**config.mk**
```make
export PLATFORM = sky130hd
export DESIGN_NAME = sasc_top
export DESIGN_NICKNAME = d
export VERILOG_FILES = /design/src/core/sasc_pkg.sv /design/src/core/sasc_sar_if.sv /design/src/core/sasc_sar.sv /design/src/core/sasc_top.sv
export VERILOG_INCLUDE_DIRS = /design/src /design/src/core
export SDC_FILE = /design/constraint.sdc
export NUM_CORES = 1
export LEC_CHECK = 0
export BUFFER_PORTS_ARGS = -buffer_cell sky130_fd_sc_hd__buf_2
export CELL_PAD_IN_SITES_DETAIL_PLACEMENT = 0
export CELL_PAD_IN_SITES_GLOBAL_PLACEMENT = 1
export CORE_AREA = 8 8 115 117
export DETAILED_ROUTE_END_ITERATION = 12
export DIE_AREA = 0 0 123 125
export PLACE_DENSITY = 0.84
export REMOVE_ABC_BUFFERS = 1
export SYNTH_ARGS = -nofsm -noshare
export SYNTH_HDL_FRONTEND = slang
export SYNTH_SLANG_ARGS = --single-unit
```
**constraint.sdc**
```tcl
create_clock -name clk -period 2.97 [get_ports clk]
set_input_delay 0.594 -clock clk [delete_from_list [all_inputs] [get_ports clk]]
set_output_delay 0.594 -clock clk [all_outputs]
set_load 0.02 [all_outputs]
```
**src/core/sasc_params.svh**
```systemverilog
// Offsets, field positions, reset values and counts of the converter control block
`ifndef SASC_PARAMS_SVH
`define SASC_PARAMS_SVH

`define SASC_CTRL_OFS     4'h0
`define SASC_STATUS_OFS   4'h4
`define SASC_RESULT_OFS   4'h8

`define SASC_CTRL_RST     10'h000
`define SASC_CTRL_W       10

`define SASC_RANGE_BIT    0
`define SASC_SEQ_LO_BIT   1
`define SASC_SEQ_HI_BIT   2
`define SASC_MODE_LO_BIT  3
`define SASC_MODE_HI_BIT  4
`define SASC_ADDR_LO_BIT  5
`define SASC_ADDR_HI_BIT  6
`define SASC_CODING_BIT   7
`define SASC_PM_LO_BIT    8
`define SASC_PM_HI_BIT    9

`define SASC_RESULT_RST   12'h000
`define SASC_MSB_TRIAL    12'h800
`define SASC_TWOS_FLIP    12'h800
`define SASC_LAST_BIT_CNT 4'hB
`define SASC_DONE_CNT     4'hC

`define SASC_PM_NORMAL    2'h0
`define SASC_PM_AUTOSHUT  2'h1
`define SASC_PM_AUTOSTBY  2'h2
`define SASC_PM_FULLSHUT  2'h3

`endif

```
**src/core/sasc_pkg.sv**
```systemverilog
// Types shared by the converter control block
package sasc_pkg;

  typedef enum logic [0:0] {SAR_IDLE, SAR_CONV} sasc_sar_e;

  typedef struct packed {
    sasc_sar_e   st;
    logic [3:0]  cnt;
    logic [11:0] trial;
    logic [11:0] code;
    logic        done;
  } sasc_sar_s;

  typedef struct packed {
    logic [2:0]  s1;
    logic [2:0]  s2;
    logic [2:0]  s3;
    logic [2:0]  filt;
    logic [9:0]  ctrl;
    logic [1:0]  seq_ptr;
    logic [1:0]  last_ch;
    logic [11:0] result;
    logic        conv;
    logic        start;
    logic        abort;
    logic        step;
    logic        aborted;
    logic        waitreq;
    logic [31:0] rdata;
    logic        track;
    logic [1:0]  pos_sel;
    logic [1:0]  neg_sel;
    logic        neg_gnd;
    logic        span;
    logic        pdown;
    logic        stby;
  } sasc_top_s;

endpackage : sasc_pkg

```
**src/core/sasc_sar_if.sv**
```systemverilog
// Link between the sequencer and the approximation engine
`timescale 1ns/1ps
interface sasc_sar_if;
  logic        start;
  logic        abort;
  logic        step;
  logic        comp;
  logic        busy;
  logic        done;
  logic [11:0] trial;
  logic [11:0] code;

  modport ctrl   (output start, output abort, output step, output comp,
                  input busy, input done, input trial, input code);
  modport engine (input start, input abort, input step, input comp,
                  output busy, output done, output trial, output code);
endinterface : sasc_sar_if

```
**src/core/sasc_sar.sv**
```systemverilog
// Successive approximation engine timed by conversion clock falling edges
`timescale 1ns/1ps
`include "sasc_params.svh"
module sasc_sar (
  input wire logic  clk,
  input wire logic  reset_n,
  sasc_sar_if.engine sar
);
  sasc_pkg::sasc_sar_s r;
  sasc_pkg::sasc_sar_s n;
  logic [3:0]          idx;

  always_comb begin
    n = r;
    n.done = 1'b0;
    idx = `SASC_LAST_BIT_CNT - r.cnt;
    case (r.st)
      sasc_pkg::SAR_IDLE: begin
        if (sar.start) begin
          n.st = sasc_pkg::SAR_CONV;
          n.cnt = 4'h0;
          n.trial = `SASC_MSB_TRIAL;
        end
      end
      sasc_pkg::SAR_CONV: begin
        // A new trigger cuts the running conversion short and restarts it
        if (sar.start) begin
          n.cnt = 4'h0;
          n.trial = `SASC_MSB_TRIAL;
        end else if (sar.step) begin
          n.cnt = r.cnt + 4'h1;
          if (r.cnt < `SASC_DONE_CNT) begin
            n.trial[idx] = sar.comp;
            if (idx != 4'h0) begin
              n.trial[idx - 4'h1] = 1'b1;
            end
          end else begin
            n.done = 1'b1;
            n.code = r.trial;
            n.st = sasc_pkg::SAR_IDLE;
          end
        end
      end
      default: n.st = sasc_pkg::SAR_IDLE;
    endcase
  end

  always_ff @(posedge clk or negedge reset_n) begin
    if (!reset_n) begin
      r <= '{st: sasc_pkg::SAR_IDLE, cnt: 4'h0, trial: 12'h000,
             code: `SASC_RESULT_RST, done: 1'b0};
    end else begin
      r <= n;
    end
  end

  assign sar.busy  = (r.st == sasc_pkg::SAR_CONV);
  assign sar.done  = r.done;
  assign sar.trial = r.trial;
  assign sar.code  = r.code;

  done_after_steps_a: assert property (@(posedge clk) disable iff (!reset_n)
    r.done |-> $past(r.cnt) == `SASC_DONE_CNT && $past(sar.step))
    else $error("conversion finished without thirteen clock periods");

  abort_no_done_a: assert property (@(posedge clk) disable iff (!reset_n)
    sar.abort |=> !r.done ##1 !r.done)
    else $error("aborted conversion still reported a result");

endmodule : sasc_sar

```
**src/core/sasc_top.sv**
```systemverilog
// Conversion control, channel sequencer and register slave of the converter
//
// Local design decisions: the Avalon-MM register port and the address map.
`timescale 1ns/1ps
`include "sasc_params.svh"
module sasc_top (
  input  wire logic        clk,
  input  wire logic        reset_n,
  input  wire logic [3:0]  address,
  input  wire logic        read,
  input  wire logic        write,
  input  wire logic [31:0] writedata,
  output logic      [31:0] readdata,
  output logic             waitrequest,
  input  wire logic        conversion_trigger,
  input  wire logic        conversion_clock_in,
  input  wire logic        comparator_in,
  output logic             track_enable,
  output logic      [1:0]  vin_pos_sel,
  output logic      [1:0]  vin_neg_sel,
  output logic             neg_to_ground,
  output logic             span_double,
  output logic             power_down,
  output logic             standby_down,
  output logic             busy,
  output logic      [11:0] dac_code
);

  ////////////////////////////////////////////////////////////////////////////
  // Helpers

  function automatic logic is_diff(input logic [9:0] c);
    return c[`SASC_MODE_HI_BIT:`SASC_MODE_LO_BIT] == 2'h1 ||
           c[`SASC_MODE_HI_BIT:`SASC_MODE_LO_BIT] == 2'h2;
  endfunction : is_diff

  function automatic logic seq_on(input logic [9:0] c);
    // Mixed select codes fall back to the plain per-write mode
    return c[`SASC_SEQ_HI_BIT] & c[`SASC_SEQ_LO_BIT];
  endfunction : seq_on

  function automatic logic [1:0] next_seq(input logic [1:0] p, input logic [9:0] c);
    logic [2:0] nx;
    nx = {1'b0, p} + (is_diff(c) ? 3'h2 : 3'h1);
    if (nx > {1'b0, c[`SASC_ADDR_HI_BIT:`SASC_ADDR_LO_BIT]}) begin
      nx = 3'h0;
    end
    return nx[1:0];
  endfunction : next_seq

  ////////////////////////////////////////////////////////////////////////////
  // State

  sasc_sar_if          sar ();
  sasc_pkg::sasc_top_s r;
  sasc_pkg::sasc_top_s n;
  logic                trig_fall;
  logic                clk_fall;
  logic                bus_write;
  logic [1:0]          ch;
  logic [1:0]          pm;
  logic [31:0]         rd_mux;

  sasc_sar u_sar (
    .clk     (clk),
    .reset_n (reset_n),
    .sar     (sar.engine)
  );

  assign sar.start = r.start;
  assign sar.abort = r.abort;
  assign sar.step  = r.step;
  assign sar.comp  = r.filt[2];

  ////////////////////////////////////////////////////////////////////////////
  // Next state

  always_comb begin
    n = r;
    ch = 2'h0;
    pm = r.ctrl[`SASC_PM_HI_BIT:`SASC_PM_LO_BIT];
    // Three-stage pin synchronisers; a level counts once stages two and three agree
    n.s1 = {comparator_in, conversion_clock_in, conversion_trigger};
    n.s2 = r.s1;
    n.s3 = r.s2;
    for (int i = 0; i < 3; i++) begin
      if (r.s2[i] == r.s3[i]) begin
        n.filt[i] = r.s3[i];
      end
    end
    trig_fall = r.filt[0] & (r.s2[0] == r.s3[0]) & ~r.s3[0];
    clk_fall  = r.filt[1] & (r.s2[1] == r.s3[1]) & ~r.s3[1];
    bus_write = write & ~r.waitreq;

    n.start = trig_fall;
    n.abort = trig_fall & r.conv;
    n.step  = clk_fall;

    if (trig_fall) begin
      ch = seq_on(r.ctrl) ? r.seq_ptr
                          : r.ctrl[`SASC_ADDR_HI_BIT:`SASC_ADDR_LO_BIT];
      n.conv = 1'b1;
      n.last_ch = ch;
      n.pos_sel = ch;
      n.neg_sel = is_diff(r.ctrl) ? (ch ^ 2'h1) : 2'h0;
      n.neg_gnd = ~is_diff(r.ctrl);
      if (seq_on(r.ctrl)) begin
        n.seq_ptr = next_seq(r.seq_ptr, r.ctrl);
      end
    end else if (sar.done) begin
      n.conv = 1'b0;
      n.result = r.ctrl[`SASC_CODING_BIT] ? (sar.code ^ `SASC_TWOS_FLIP)
                                          : sar.code;
    end
    // Sampling switches open for the whole conversion
    n.track = ~n.conv;
    n.span = r.ctrl[`SASC_RANGE_BIT];

    case (pm)
      `SASC_PM_FULLSHUT: begin
        n.pdown = 1'b1;
        n.stby = 1'b0;
      end
      `SASC_PM_AUTOSHUT: begin
        n.stby = 1'b0;
        if (trig_fall) begin
          n.pdown = 1'b0;
        end else if (sar.done) begin
          n.pdown = 1'b1;
        end
      end
      `SASC_PM_AUTOSTBY: begin
        n.pdown = 1'b0;
        if (trig_fall) begin
          n.stby = 1'b0;
        end else if (sar.done) begin
          n.stby = 1'b1;
        end
      end
      default: begin
        n.pdown = 1'b0;
        n.stby = 1'b0;
      end
    endcase

    // Bus slave: one wait cycle, then the access completes
    case (address)
      `SASC_CTRL_OFS:   rd_mux = {22'h0, r.ctrl};
      `SASC_STATUS_OFS: rd_mux = {26'h0, r.last_ch, r.seq_ptr, r.conv, r.aborted};
      `SASC_RESULT_OFS: rd_mux = {18'h0, r.last_ch, r.result};
      default:          rd_mux = 32'h00000000;
    endcase
    if ((read | write) & r.waitreq) begin
      n.waitreq = 1'b0;
      if (read) begin
        n.rdata = rd_mux;
      end
    end else begin
      n.waitreq = 1'b1;
    end
    if (bus_write && address == `SASC_CTRL_OFS) begin
      n.ctrl = writedata[`SASC_CTRL_W-1:0];
      // A control write always restarts the sequence, so a stale pointer
      // left by a late abort is discarded here
      n.seq_ptr = 2'h0;
    end
    if (bus_write && address == `SASC_STATUS_OFS && writedata[0]) begin
      n.aborted = 1'b0;
    end
    if (r.abort) begin
      n.aborted = 1'b1;
    end
  end

  always_ff @(posedge clk or negedge reset_n) begin
    if (!reset_n) begin
      r <= '{s1: 3'h0, s2: 3'h0, s3: 3'h0, filt: 3'h0, ctrl: `SASC_CTRL_RST,
             seq_ptr: 2'h0, last_ch: 2'h0, result: `SASC_RESULT_RST, conv: 1'b0,
             start: 1'b0, abort: 1'b0, step: 1'b0, aborted: 1'b0, waitreq: 1'b1,
             rdata: 32'h00000000, track: 1'b1, pos_sel: 2'h0, neg_sel: 2'h0,
             neg_gnd: 1'b1, span: 1'b0, pdown: 1'b0, stby: 1'b0};
    end else begin
      r <= n;
    end
  end

  assign readdata      = r.rdata;
  assign waitrequest   = r.waitreq;
  assign track_enable  = r.track;
  assign vin_pos_sel   = r.pos_sel;
  assign vin_neg_sel   = r.neg_sel;
  assign neg_to_ground = r.neg_gnd;
  assign span_double   = r.span;
  assign power_down    = r.pdown;
  assign standby_down  = r.stby;
  assign busy          = r.conv;
  assign dac_code      = sar.trial;

  ////////////////////////////////////////////////////////////////////////////
  // Checks

  bus_answer_a: assert property (@(posedge clk) disable iff (!reset_n)
    (read | write) && waitrequest |=> !waitrequest ##1 waitrequest)
    else $error("bus access not answered after one wait cycle");

  single_channel_a: assert property (@(posedge clk) disable iff (!reset_n)
    trig_fall && !seq_on(r.ctrl) |=>
      vin_pos_sel == $past(r.ctrl[`SASC_ADDR_HI_BIT:`SASC_ADDR_LO_BIT]))
    else $error("single channel mode converted the wrong channel");

  seq_advance_a: assert property (@(posedge clk) disable iff (!reset_n)
    trig_fall && seq_on(r.ctrl) && !bus_write |=>
      r.seq_ptr == next_seq($past(r.seq_ptr), $past(r.ctrl)) && vin_pos_sel == $past(r.seq_ptr))
    else $error("sequencer did not advance on trigger");

  track_gate_a: assert property (@(posedge clk) disable iff (!reset_n)
    sar.busy |-> busy && !track_enable)
    else $error("inputs tracked during a conversion");

  neg_ground_a: assert property (@(posedge clk) disable iff (!reset_n)
    trig_fall && !is_diff(r.ctrl) |=> neg_to_ground && vin_neg_sel == 2'h0)
    else $error("single ended input not tied to ground");

  span_sel_a: assert property (@(posedge clk) disable iff (!reset_n)
    $rose(r.ctrl[`SASC_RANGE_BIT]) |=> span_double)
    else $error("range bit did not double the span");

  full_shut_a: assert property (@(posedge clk) disable iff (!reset_n)
    pm == `SASC_PM_FULLSHUT |=> power_down && !standby_down)
    else $error("full shutdown not applied");

  auto_shut_a: assert property (@(posedge clk) disable iff (!reset_n)
    sar.done && !trig_fall && pm == `SASC_PM_AUTOSHUT |=> power_down)
    else $error("autoshutdown missed after conversion");

  coding_a: assert property (@(posedge clk) disable iff (!reset_n)
    sar.done && !trig_fall && r.ctrl[`SASC_CODING_BIT] |=>
      r.result == ($past(sar.code) ^ `SASC_TWOS_FLIP))
    else $error("twos complement result wrong");

  straight_code_a: assert property (@(posedge clk) disable iff (!reset_n)
    sar.done && !trig_fall && !r.ctrl[`SASC_CODING_BIT] |=> r.result == $past(sar.code))
    else $error("straight binary result wrong");

  seq_wrap_a: assert property (@(posedge clk) disable iff (!reset_n)
    trig_fall && seq_on(r.ctrl) &&
      r.seq_ptr == r.ctrl[`SASC_ADDR_HI_BIT:`SASC_ADDR_LO_BIT] |=> r.seq_ptr == 2'h0)
    else $error("sequence did not wrap to channel zero");

  diff_forward_a: assert property (@(posedge clk) disable iff (!reset_n)
    trig_fall && seq_on(r.ctrl) && is_diff(r.ctrl) |=> !vin_pos_sel[0])
    else $error("differential sequence converted an inverse pairing");

  ctrl_write_a: assert property (@(posedge clk) disable iff (!reset_n)
    bus_write && address == `SASC_CTRL_OFS |=>
      r.seq_ptr == 2'h0 && r.ctrl == $past(writedata[`SASC_CTRL_W-1:0]))
    else $error("control write did not land or restart the sequence");

  read_data_a: assert property (@(posedge clk) disable iff (!reset_n)
    read && waitrequest |=> readdata == $past(rd_mux))
    else $error("read data not loaded for the answer cycle");

  abort_flag_a: assert property (@(posedge clk) disable iff (!reset_n)
    r.abort |=> r.aborted)
    else $error("aborted conversion not flagged");

  status_clear_a: assert property (@(posedge clk) disable iff (!reset_n)
    bus_write && address == `SASC_STATUS_OFS && writedata[0] && !r.abort |=> !r.aborted)
    else $error("abort flag not cleared by status write");

  done_ends_busy_a: assert property (@(posedge clk) disable iff (!reset_n)
    $fell(busy) |-> $past(sar.done))
    else $error("busy ended without a finished conversion");

  auto_stby_a: assert property (@(posedge clk) disable iff (!reset_n)
    sar.done && !trig_fall && pm == `SASC_PM_AUTOSTBY |=> standby_down && !power_down)
    else $error("autostandby missed after conversion");

  trig_filter_a: assert property (@(posedge clk) disable iff (!reset_n)
    r.start |-> $past(r.filt[0]) && !$past(r.s2[0]) && !$past(r.s3[0]))
    else $error("conversion started without a filtered falling trigger");

  neg_diff_a: assert property (@(posedge clk) disable iff (!reset_n)
    trig_fall && is_diff(r.ctrl) |=> !neg_to_ground && vin_neg_sel == (vin_pos_sel ^ 2'h1))
    else $error("differential pair not selected");

  span_clear_a: assert property (@(posedge clk) disable iff (!reset_n)
    $fell(r.ctrl[`SASC_RANGE_BIT]) |=> !span_double)
    else $error("range bit did not restore the single span");

endmodule : sasc_top

```
==> results of run 1 <==
## registers in the layout (all words and copies together) (netlist names), 2 cells and up
| register | flops |
|---|---|
| r | 28 |
| readdata | 14 |
| u_sar.sar.code | 12 |
| u_sar.sar.trial | 12 |
| n | 7 |
| u_sar.r | 4 |
| pm | 2 |
| vin_neg_sel | 2 |
| vin_pos_sel | 2 |
## layer usage
layer | vias up | wire (um) | part of all wire (%)
li1 | 1493 | - | -
met1 | 1488 | 4270 | 44
met2 | 95 | 4500 | 47
met3 | 11 | 713 | 7.4
met4 | 0 | 112 | 1.2
met5 | - | 0 | 0
## placed cells by master, fill, tap and decap left out, types with 4 or more instances in the layout
master | synthesis | final
dfrtp_1 | 92 | 92
nand2_1 | 83 | 83
buf_2 | 4 | 56
conb_1 | 1 | 18
mux2i_1 | 17 | 17
nor2_1 | 16 | 16
o21ai_0 | 16 | 16
mux2_1 | 16 | 16
inv_1 | 13 | 13
a22o_1 | 13 | 13
ha_1 | 10 | 10
nand3_1 | 9 | 9
clkbuf_16 | 0 | 9
mux2_2 | 8 | 8
o21ai_1 | 7 | 7
xnor2_1 | 6 | 6
nor2b_1 | 5 | 5
nand4_1 | 5 | 5
o31ai_1 | 5 | 5
a22oi_1 | 5 | 5
buf_4 | 50 | 4
## kinds of logic (layout without fill, tap and decap cells)
family,Yosys count,after routing,synth area share [%]
flip-flops,95,95,51.0
adder cells (fa/ha/maj),14,14,3.75
buffers and inverters,80,90,10.9
multiplexers,41,41,9.43
AND/OR/NAND/NOR,137,137,13.6
XOR/XNOR,6,6,1.13
AO/OA/AOI/OAI,66,66,10.2
other,1,18,0.0803
## power by group
group	total [mW]	switching, mW	internal [mW]
Clock	1.33	0.483	0.850
Combinational	0.823	0.505	0.318
Sequential	1.57	0.148	1.42
## cells in the mapped netlist (2+ instances only)
cell       number
nor3_1          2
inv_1          13
o2111ai_1       3
nand2_1        83
nand3_1         9
o21ai_1         7
buf_4          50
a22oi_1         5
and3_1          2
dfrtp_1        92
a22o_1         13
clkbuf_1       11
maj3_1          3
xnor2_1         6
mux2_1         16
o21ai_0        16
ha_1           10
buf_6           2
o221ai_1        2
buf_2           4
o31ai_1         5
a21oi_1         2
nor2_1         16
nor4_1          2
nor2b_1         5
nand4_1         5
dfstp_2         3
mux2_2          8
mux2i_1        17
a31oi_1         2
## worst paths after layout
check,startpoint,end,depth (start not counted)
max in group asynchronous,reset_n,neg_to_ground,2
min,reset_n,vin_neg_sel[0],1
max,u_sar.r[27],u_sar.sar.trial[0],6
min reg2reg,n[80],n[77],0
max reg2reg,u_sar.r[27],u_sar.sar.trial[0],6
min in group clk,n[80],n[77],0
## layout make-up
type / count / area (sq um) / area share [%]
inverter: 13 / 48.8 / 0.949
tap: 147 / 184 / 3.58
timing repair buffer: 61 / 330 / 6.42
clock buffer: 10 / 239 / 4.65
clock inverter: 6 / 113 / 2.19
sequential: 95 / 2380 / 46.3
multi-input combinational: 282 / 1850 / 35.9
## worst max-delay path: cells and delay by family, from the launching register on
family                     cells  cell delay (ps)
buffers and inverters          1              210
and+or+nand+nor                2              310
AOI/OAI and AO/OA              2              690
DFF                            1              550
adders and majority gates      1              510
==> run_results.csv, run 1 <==
group,metric,value,unit
global_route,grt_first_pass_wirelength,15900,um
synth,ys_seq_area_share,51.0,%
place,port_buffers,57,
finish,nFillCells,1093,
finish,fin_cells,614,
worst_setup_path,critPathLaunchType,"flip-flop",
power_and_ir_drop,power_density,724,nW/um^2
finish,final_util,44.3,%
outcome,status,"completed",
synth,synth_edf_count,0,
hold_path,hold_path_class,"in -> async",
clocking,clkLatencyLatePin,340,ps
timing,period_share,80.1,%
clocking,clk_path_buf_depth,2,
timing,worst_hold_slack,253,ps
timing,worst_pin_slew,682,ps
timing,hold_violations,0,
worst_setup_path,crit_required,3220,ps
floorplan,die-width,123,um
floorplan,dieArea,15400,sq um
drt,drt-initial-drc-count,196,
worst_setup_path,path_cells,"inv_1 > ha_1 > a21boi_4 > nor2_2 > o311a_1 > nor4_2",
synth,synth_top_area_share,49.3,%
global_route,grt_usage,13.0,%
synth,synth_ff_type,"dfrtp_1",
place,place_ws,605,ps
floorplan,die_h,125,um
place,hpwl,7060,um
drt,wire_per_inst,15.6,um
drt,wirelength,9600,um
drt,drt-vias-per-instance,5.03,
worst_setup_path,crit_type,"reg -> reg",
power_and_ir_drop,irDropWorstVdd,0.509,mV
timing,fmax,421,MHz
clocking,cts_tree,"built",
synth,ys_async_sr_fraction,100,%
timing,fin_tns_setup,0,ps
run,drv_cap,0,
floorplan,coreArea,11600,sq um
worst_setup_path,cp.arrival,2630,ps
place,numPlacedInstances,598,
global_route,grt-ovfl-total,0,
timing,rsz0062_at_grt,"false",
timing,relSlewSlack,54.4,%
synth,ys_top_cells_by_area,"dfrtp_1 (49%), buf_4 (8.0%), nand2_1 (6.7%)",
floorplan,pin_count,98,
clocking,path_clk_slew,60,ps
clocking,htree_levels,3,
worst_setup_path,cp_slowest_cell,"dfrtp_1",
drt,via_count,3087,
worst_setup_path,r2r_slack,590,ps
floorplan,start_util,40.2,%
global_route,grt-busiest-layer,"met2",
synth,netlist_area,4670,sq um
finish,fin_area,5140,sq um
clocking,cts_resized,0,
power_and_ir_drop,total_power,3.72,mW
power_and_ir_drop,p_leak,2.58,nW
drt,first_pass_iters,4,
timing,report.final.slew_viol_count,0,
global_route,grt_pass1_vias,3085,
synth,ys_warn_count,0,
synth,synthCells,440,
global_route,grt_start_max_net_pins,50,
synth,syn_area_per_cell,10.6,sq um
worst_setup_path,critical-path-max-stage-delay,550,ps
synth,yosys.cell_types.count,56,
place,gp_congestion,0.898,
clocking,clock_sink_count,95,
global_route,use_met3,4.05,%
finish,num_antenna_cells,0,
place,dpl-instance-area,4790,sq um
global_route,antenna_found_initial,0,
clocking,post_cts_buffers,0,
timing,post-route-min-period,2380,ps
clocking,hold_buffers,0,
timing,setup_violations,0,
worst_setup_path,cp_max_fo,12,
clocking,cts_root_buffer,"clkbuf_16",
worst_setup_path,cp-end-kind,"flip-flop",
global_route,met2_usage,20.4,%
global_route,use_met1,16.7,%
synth,synth.ff_latch_count,95,
synth,synth_top_cell_by_area,"dfrtp_1",
drt,drcViolationCount,0,
timing,fin_ws,592,ps
floorplan,fp-row-count,40,
timing,timing.clock.skew,6.98,ps
finish,nNetsFinal,516,
clocking,cts_made_buffers,9,
finish,drive_gt1_share,20.3,%
drt,antenna_left,0,
finish,area_growth,10.1,%
Note: power is estimated with default switching activity, not from simulation.
==> run 2, diff against run 1 <==
--- a/config.mk
+++ b/config.mk
@@ -9,10 +9,10 @@
 export BUFFER_PORTS_ARGS = -buffer_cell sky130_fd_sc_hd__buf_2
 export CELL_PAD_IN_SITES_DETAIL_PLACEMENT = 0
 export CELL_PAD_IN_SITES_GLOBAL_PLACEMENT = 1
-export CORE_AREA = 8 8 115 117
+export CORE_AREA = 8 8 120 122
 export DETAILED_ROUTE_END_ITERATION = 12
-export DIE_AREA = 0 0 123 125
-export PLACE_DENSITY = 0.84
+export DIE_AREA = 0 0 128 130
+export PLACE_DENSITY = 0.81
 export REMOVE_ABC_BUFFERS = 1
 export SYNTH_ARGS = -nofsm -noshare
 export SYNTH_HDL_FRONTEND = slang
==> constraint.sdc (replaced) <==
create_clock -name clk -period 1.9 [get_ports clk]
set_input_delay 0.38 -clock clk [delete_from_list [all_inputs] [get_ports clk]]
set_output_delay 0.38 -clock clk [all_outputs]
set_load 0.02 [all_outputs]
==> run 2 against run 1 <==
Effect of this change: the flow now finishes with violations (negative setup slack); sequential share of layout area fell by 2.1 points; register-to-register slack worse by 900 ps; sequential power up 54%; non-clock buffer count is 26 higher; cell area rose by 4.7%; critical endpoint is now r[61]; highest routed layer unchanged.
==> run_results.csv, run 2 (same netlist as run 1, synthesis figures left out) <==
group,metric,value,unit
outcome,status,"complete, but fails checks",
outcome,violations,"negative setup slack",
timing,worst_pin_slew,509,ps
hold_path,hold_path_class,"in -> async",
clocking,clkLatencyLatePin,340,ps
finish,num_antenna_cells,0,
floorplan,die-width,128,um
worst_setup_path,cp-end-kind,"flip-flop",
run,drv_cap,0,
timing,report.final.slew_viol_count,0,
drt,wire_per_inst,15.8,um
place,gp_congestion,0.860,
finish,largest_reg_flops,28,
timing,period_share,116,%
finish,top_register,"r",
floorplan,dieArea,16600,sq um
timing,fmax,454,MHz
clocking,clock_sink_count,95,
floorplan,die_h,130,um
timing,fin_ws,-303,ps
floorplan,pin_count,98,
timing,relSlewSlack,65.7,%
power_and_ir_drop,irDropWorstVdd,0.596,mV
worst_setup_path,crit_required,2160,ps
place,hpwl,7660,um
finish,drive_gt1_share,26.0,%
global_route,grt_start_max_net_pins,96,
clocking,hold_buffers,0,
power_and_ir_drop,power_density,1120,nW/um^2
drt,drt-vias-per-instance,4.87,
floorplan,coreArea,12400,sq um
clocking,clk_path_buf_depth,2,
timing,hold_violations,0,
drt,first_pass_iters,4,
timing,worst_hold_slack,50.0,ps
place,port_buffers,57,
timing,rsz0062_at_grt,"true",
floorplan,start_util,37.6,%
clocking,cts_tree,"built",
clocking,cts_made_buffers,9,
global_route,antenna_found_initial,0,
global_route,grt_usage,13.3,%
global_route,grt-ovfl-total,0,
worst_setup_path,path_cells,"xnor2_2 > buf_4 > fa_1 > inv_2 > ha_4 > nor2b_4 > o21ai_2 > nand2_1 > a211oi_2",
drt,drt-initial-drc-count,177,
power_and_ir_drop,p_leak,2.71,nW
worst_setup_path,cp.arrival,2460,ps
finish,final_cell_mix,"dfrtp_1 (92), nand2_1 (82), buf_2 (56)",
drt,antenna_left,0,
timing,setup_violations,2,
global_route,grt_first_pass_wirelength,17300,um
clocking,htree_levels,3,
place,place_ws,-479,ps
worst_setup_path,critical-path-max-stage-delay,430,ps
timing,post-route-min-period,2200,ps
timing,timing.clock.skew,8.98,ps
clocking,cts_root_buffer,"clkbuf_16",
finish,area_growth,15.3,%
drt,wirelength,10500,um
clocking,path_clk_slew,70,ps
worst_setup_path,critPathLaunchType,"flip-flop",
worst_setup_path,cp_slowest_cell,"fa_1",
drt,via_count,3240,
drt,drcViolationCount,0,
global_route,grt_pass1_vias,3398,
worst_setup_path,crit_type,"reg -> reg",
worst_setup_path,cp_max_fo,3,
finish,final_common_cell,"dfrtp_1",
floorplan,fp-row-count,41,
finish,nNetsFinal,542,
[run 2: area by class of cell]
class                   instances  area [sq um]
fillers                      1223          7030
clock buffers                  11           243
clock inverters                 5          86.3
multi-input cells             282          1880
inverters                      13          48.8
repair buffers                 87           526
well taps                     172           215
flip-flops and latches         95          2380
[run 2: path summary, 6_finish.rpt]
check	startpoint	to	slack, ps	depth (start not counted)
max in group asynchronous	reset_n	neg_to_ground	1420	2
min reg2reg	n[79]	n[76]	340	0
max	r[66]	r[61]	-300	9
min in group clk	comparator_in	n[81]	140	1
min	reset_n	u_sar.sar.trial[5]	50	2
max reg2reg	r[66]	r[61]	-300	9
[run 2: power breakdown]
group          internal (mW)  total, mW  switching [mW]
Clock                   1.20       1.97           0.769
Combinational          0.696       1.65           0.952
Sequential              2.22       2.42           0.195
Total                   4.12       6.03            1.92
[run 2: routing by layer]
layer  global-route usage, %  part of all wire, %  up-vias
met1                    16.1                   44     1592
li1                        -                    -     1548
met2                    22.4                   48       92
met5                       0                    0        -
met4                    3.50                 0.91        0
met3                    4.37                  6.6        8
[run 2: critical path: cells and delay by family (launching register included)]
kind            cells  cell delay (ps)
compound gates      2              360
xor+xnor            1              230
fa+ha+maj           2              640
buf+inv             2              260
flops               1              410
simple gates        2              220
[run 2: metrics by stage]
| stage | instances | power, mW | utilization, % | setup TNS [ps] | cell area, sq um |
|---|---|---|---|---|---|
| 4_1_cts | 662 | 6.05 | 43.2 | -459 | 5360 |
| 3_3_place_gp | 644 | 3.89 | 40.1 | -613 | 4980 |
| 3_5_place_dp | 644 | 3.93 | 40.1 | -884 | 4980 |
| 2_1_floorplan | 390 | 3.32 | - | -1340 | 4280 |
| 5_1_grt | 665 | 6.35 | 43.4 | -652 | 5380 |
| 6_report | 665 | 6.03 | 43.4 | -529 | 5380 |
[run 2: repair_timing]
item,CTS,global route
setup buffers,2,3
resized for setup,7,2
setup endpoints to repair,2,3
pin swaps,8,7
==> run 3, diff against run 2 <==
--- a/config.mk
+++ b/config.mk
@@ -6,13 +6,15 @@
 export SDC_FILE = /design/constraint.sdc
 export NUM_CORES = 1
 export LEC_CHECK = 0
-export BUFFER_PORTS_ARGS = -buffer_cell sky130_fd_sc_hd__buf_2
 export CELL_PAD_IN_SITES_DETAIL_PLACEMENT = 0
 export CELL_PAD_IN_SITES_GLOBAL_PLACEMENT = 1
-export CORE_AREA = 8 8 120 122
+export CORE_AREA = 8 8 113 115
+export CTS_BUF_LIST = sky130_fd_sc_hd__clkbuf_16
+export CTS_CLUSTER_DIAMETER = 80
 export DETAILED_ROUTE_END_ITERATION = 12
-export DIE_AREA = 0 0 128 130
-export PLACE_DENSITY = 0.81
+export DIE_AREA = 0 0 121 123
+export DONT_BUFFER_PORTS = 1
+export PLACE_DENSITY = 0.79
 export REMOVE_ABC_BUFFERS = 1
 export SYNTH_ARGS = -nofsm -noshare
 export SYNTH_HDL_FRONTEND = slang
==> run 3 against run 2 <==
Effect of this change: the flow finishes with violations (negative hold slack, negative setup slack); worst hold slack worse by 320 ps; critical path depth unchanged; combinational power down 19%; sequential share of layout area up 3.5 points; clock skew up 0.70 ps; clock power down 7%; total power down 4.9%; maximum frequency up 6.7%; critical endpoint unchanged; largest cell class unchanged; highest routed layer unchanged.
==> run_results.csv, run 3 (same netlist as run 1, synthesis figures left out) <==
group,metric,value,unit
hold_path,hold_path_class,"in -> async",
global_route,use_met3,4.20,%
power_and_ir_drop,intPower,3.87,mW
global_route,use_met1,18.0,%
global_route,met2_usage,22.6,%
floorplan,start_util,42.2,%
worst_setup_path,cp_slowest_cell,"fa_1",
clocking,cts_root_buffer,"clkbuf_16",
timing,worst_pin_slew,538,ps
power_and_ir_drop,p_sw,1.87,mW
global_route,grt_start_max_net_pins,96,
timing,setup_violations,2,
finish,top_register,"r",
run,drv_cap,0,
floorplan,fp-row-count,39,
floorplan,pin_count,98,
timing,worst_hold_slack,-270,ps
place,port_buffers,0,
worst_setup_path,crit_type,"reg -> reg",
finish,fin_cells,571,
global_route,grt-busiest-layer,"met2",
power_and_ir_drop,irDropWorstVdd,0.541,mV
timing,hold_violations,95,
timing,period_share,109,%
worst_setup_path,worstRegToRegCells,9,
worst_setup_path,cp-end-kind,"flip-flop",
floorplan,dieArea,14900,sq um
worst_setup_path,critical-path-max-stage-delay,520,ps
finish,nNetsFinal,476,
place,gp_congestion,0.889,
place,numPlacedInstances,553,
drt,first_pass_iters,4,
power_and_ir_drop,p_leak,2.38,nW
finish,area_growth,6.78,%
finish,final_util,45.0,%
finish,largest_reg_flops,28,
global_route,antenna_found_initial,0,
global_route,grt_pass1_vias,3085,
worst_setup_path,cp.arrival,2320,ps
power_and_ir_drop,seqPwrFrac,44.5,%
drt,drt-initial-drc-count,157,
timing,report.final.slew_viol_count,0,
worst_setup_path,cp_max_fo,2,
clocking,htree_levels,3,
clocking,clock_sink_count,95,
clocking,clk_path_buf_depth,2,
timing,relSlewSlack,64.1,%
floorplan,die_h,123,um
clocking,path_clk_slew,70,ps
power_and_ir_drop,pwr-share-comb,23.4,%
outcome,status,"complete, but fails checks",
finish,final_cell_mix,"dfrtp_1 (92), nand2_1 (83), buf_4 (21)",
drt,drcViolationCount,0,
finish,drive_gt1_share,15.0,%
place,hpwl,7250,um
outcome,violations,"negative hold slack, negative setup slack",
worst_setup_path,path_cells,"xnor2_2 > buf_4 > fa_1 > inv_2 > ha_4 > nor2b_4 > o21ai_2 > nand2_1 > a211oi_2",
drt,wire_per_inst,17.8,um
drt,wirelength,10100,um
finish,final_common_cell,"dfrtp_1",
global_route,grt_usage,13.9,%
power_and_ir_drop,power_density,1150,nW/um^2
timing,post-route-min-period,2060,ps
worst_setup_path,critPathLaunchType,"flip-flop",
drt,antenna_left,0,
drt,via_count,3024,
worst_setup_path,crit_required,2160,ps
timing,rsz0062_at_grt,"true",
place,place_ws,-398,ps
floorplan,coreArea,11100,sq um
power_and_ir_drop,netSwitchingFraction,32.5,%
global_route,grt_first_pass_wirelength,16500,um
timing,fin_ws,-163,ps
clocking,cts_made_buffers,9,
drt,drt-vias-per-instance,5.30,
timing,timing.clock.skew,9.68,ps
floorplan,die-width,121,um
clocking,cts_tree,"built",
power_and_ir_drop,power_frac_clock,32.1,%
clocking,clkLatencyLatePin,340,ps
global_route,grt-ovfl-total,0,
timing,fmax,485,MHz
-- run 3: cell types whose count changed in the layout (fill, tap and decap cells not counted), moves of 2 or more --
cell        delta
inv_1          +2
buf_2         -56
ha_1           -2
buf_4          -9
clkinvlp_4     +2
ha_4           +2
-- run 3: power groups by stage --
stage / Combinational (mW) / Clock [mW] / Sequential (mW)
2_1_floorplan: 0.789 / 0 / 2.53
3_3_place_gp: 1.17 / 0 / 2.59
3_5_place_dp: 1.19 / 0 / 2.60
4_1_cts: 1.26 / 1.88 / 2.57
5_1_grt: 1.49 / 1.98 / 2.59
6_report: 1.34 / 1.84 / 2.55
-- run 3: layer usage --
| layer | wire [um] | part of all wire [%] |
|---|---|---|
| met4 | 72 | 0.71 |
| met2 | 4710 | 46 |
| met3 | 840 | 8.3 |
| met5 | 0 | 0 |
| met1 | 4520 | 45 |
-- run 3: worst max-delay path, delay by kind of cell (launching register included) --
| kind | cells | cell delay, ps |
|---|---|---|
| fa+ha+maj | 2 | 740 |
| flops | 1 | 410 |
| compound gates | 2 | 280 |
| simple gates | 2 | 210 |
| buf+inv | 2 | 200 |
| xor+xnor | 1 | 150 |
-- run 3: area by class of cell --
| type | instances | area [sq um] |
|---|---|---|
| multi-input cells | 282 | 1920 |
| flip-flops and latches | 95 | 2380 |
| repair buffers | 21 | 158 |
| fillers | 996 | 6090 |
| diodes | 1 | 2.50 |
| well taps | 143 | 179 |
| clock buffers | 9 | 225 |
| inverters | 13 | 48.8 |
| clock inverters | 7 | 77.6 |
-- run 3: what timing repair did --
action	4_1_cts	5_1_grt
setup endpoints to repair	2	12
buffers inserted	0	1
hold endpoints to repair	95	95
resized for setup	5	8
pin swaps	7	6
cloned	0	0
-- run 3: path summary, 6_finish.rpt --
path / slack (ps) / to / start
worst min register to register: 350 / n[77] / n[80]
min in group clk: 60 / n[79] / conversion_trigger
worst max register to register: -160 / r[61] / r[66]
worst min-delay path: -270 / vin_neg_sel[0] / reset_n
max in group asynchronous: 1970 / neg_to_ground / reset_n
worst max-delay path: -160 / r[61] / r[66]
-- run 3: stage by stage --
step	total power [mW]	TNS [ps]	cell area, sq um
detailed placement	3.79	-735	4600
CTS	5.71	-452	4930
finish	5.74	-324	4990
global route	6.06	-511	4980
floorplan	3.32	-1340	4280
global placement	3.76	-510	4600
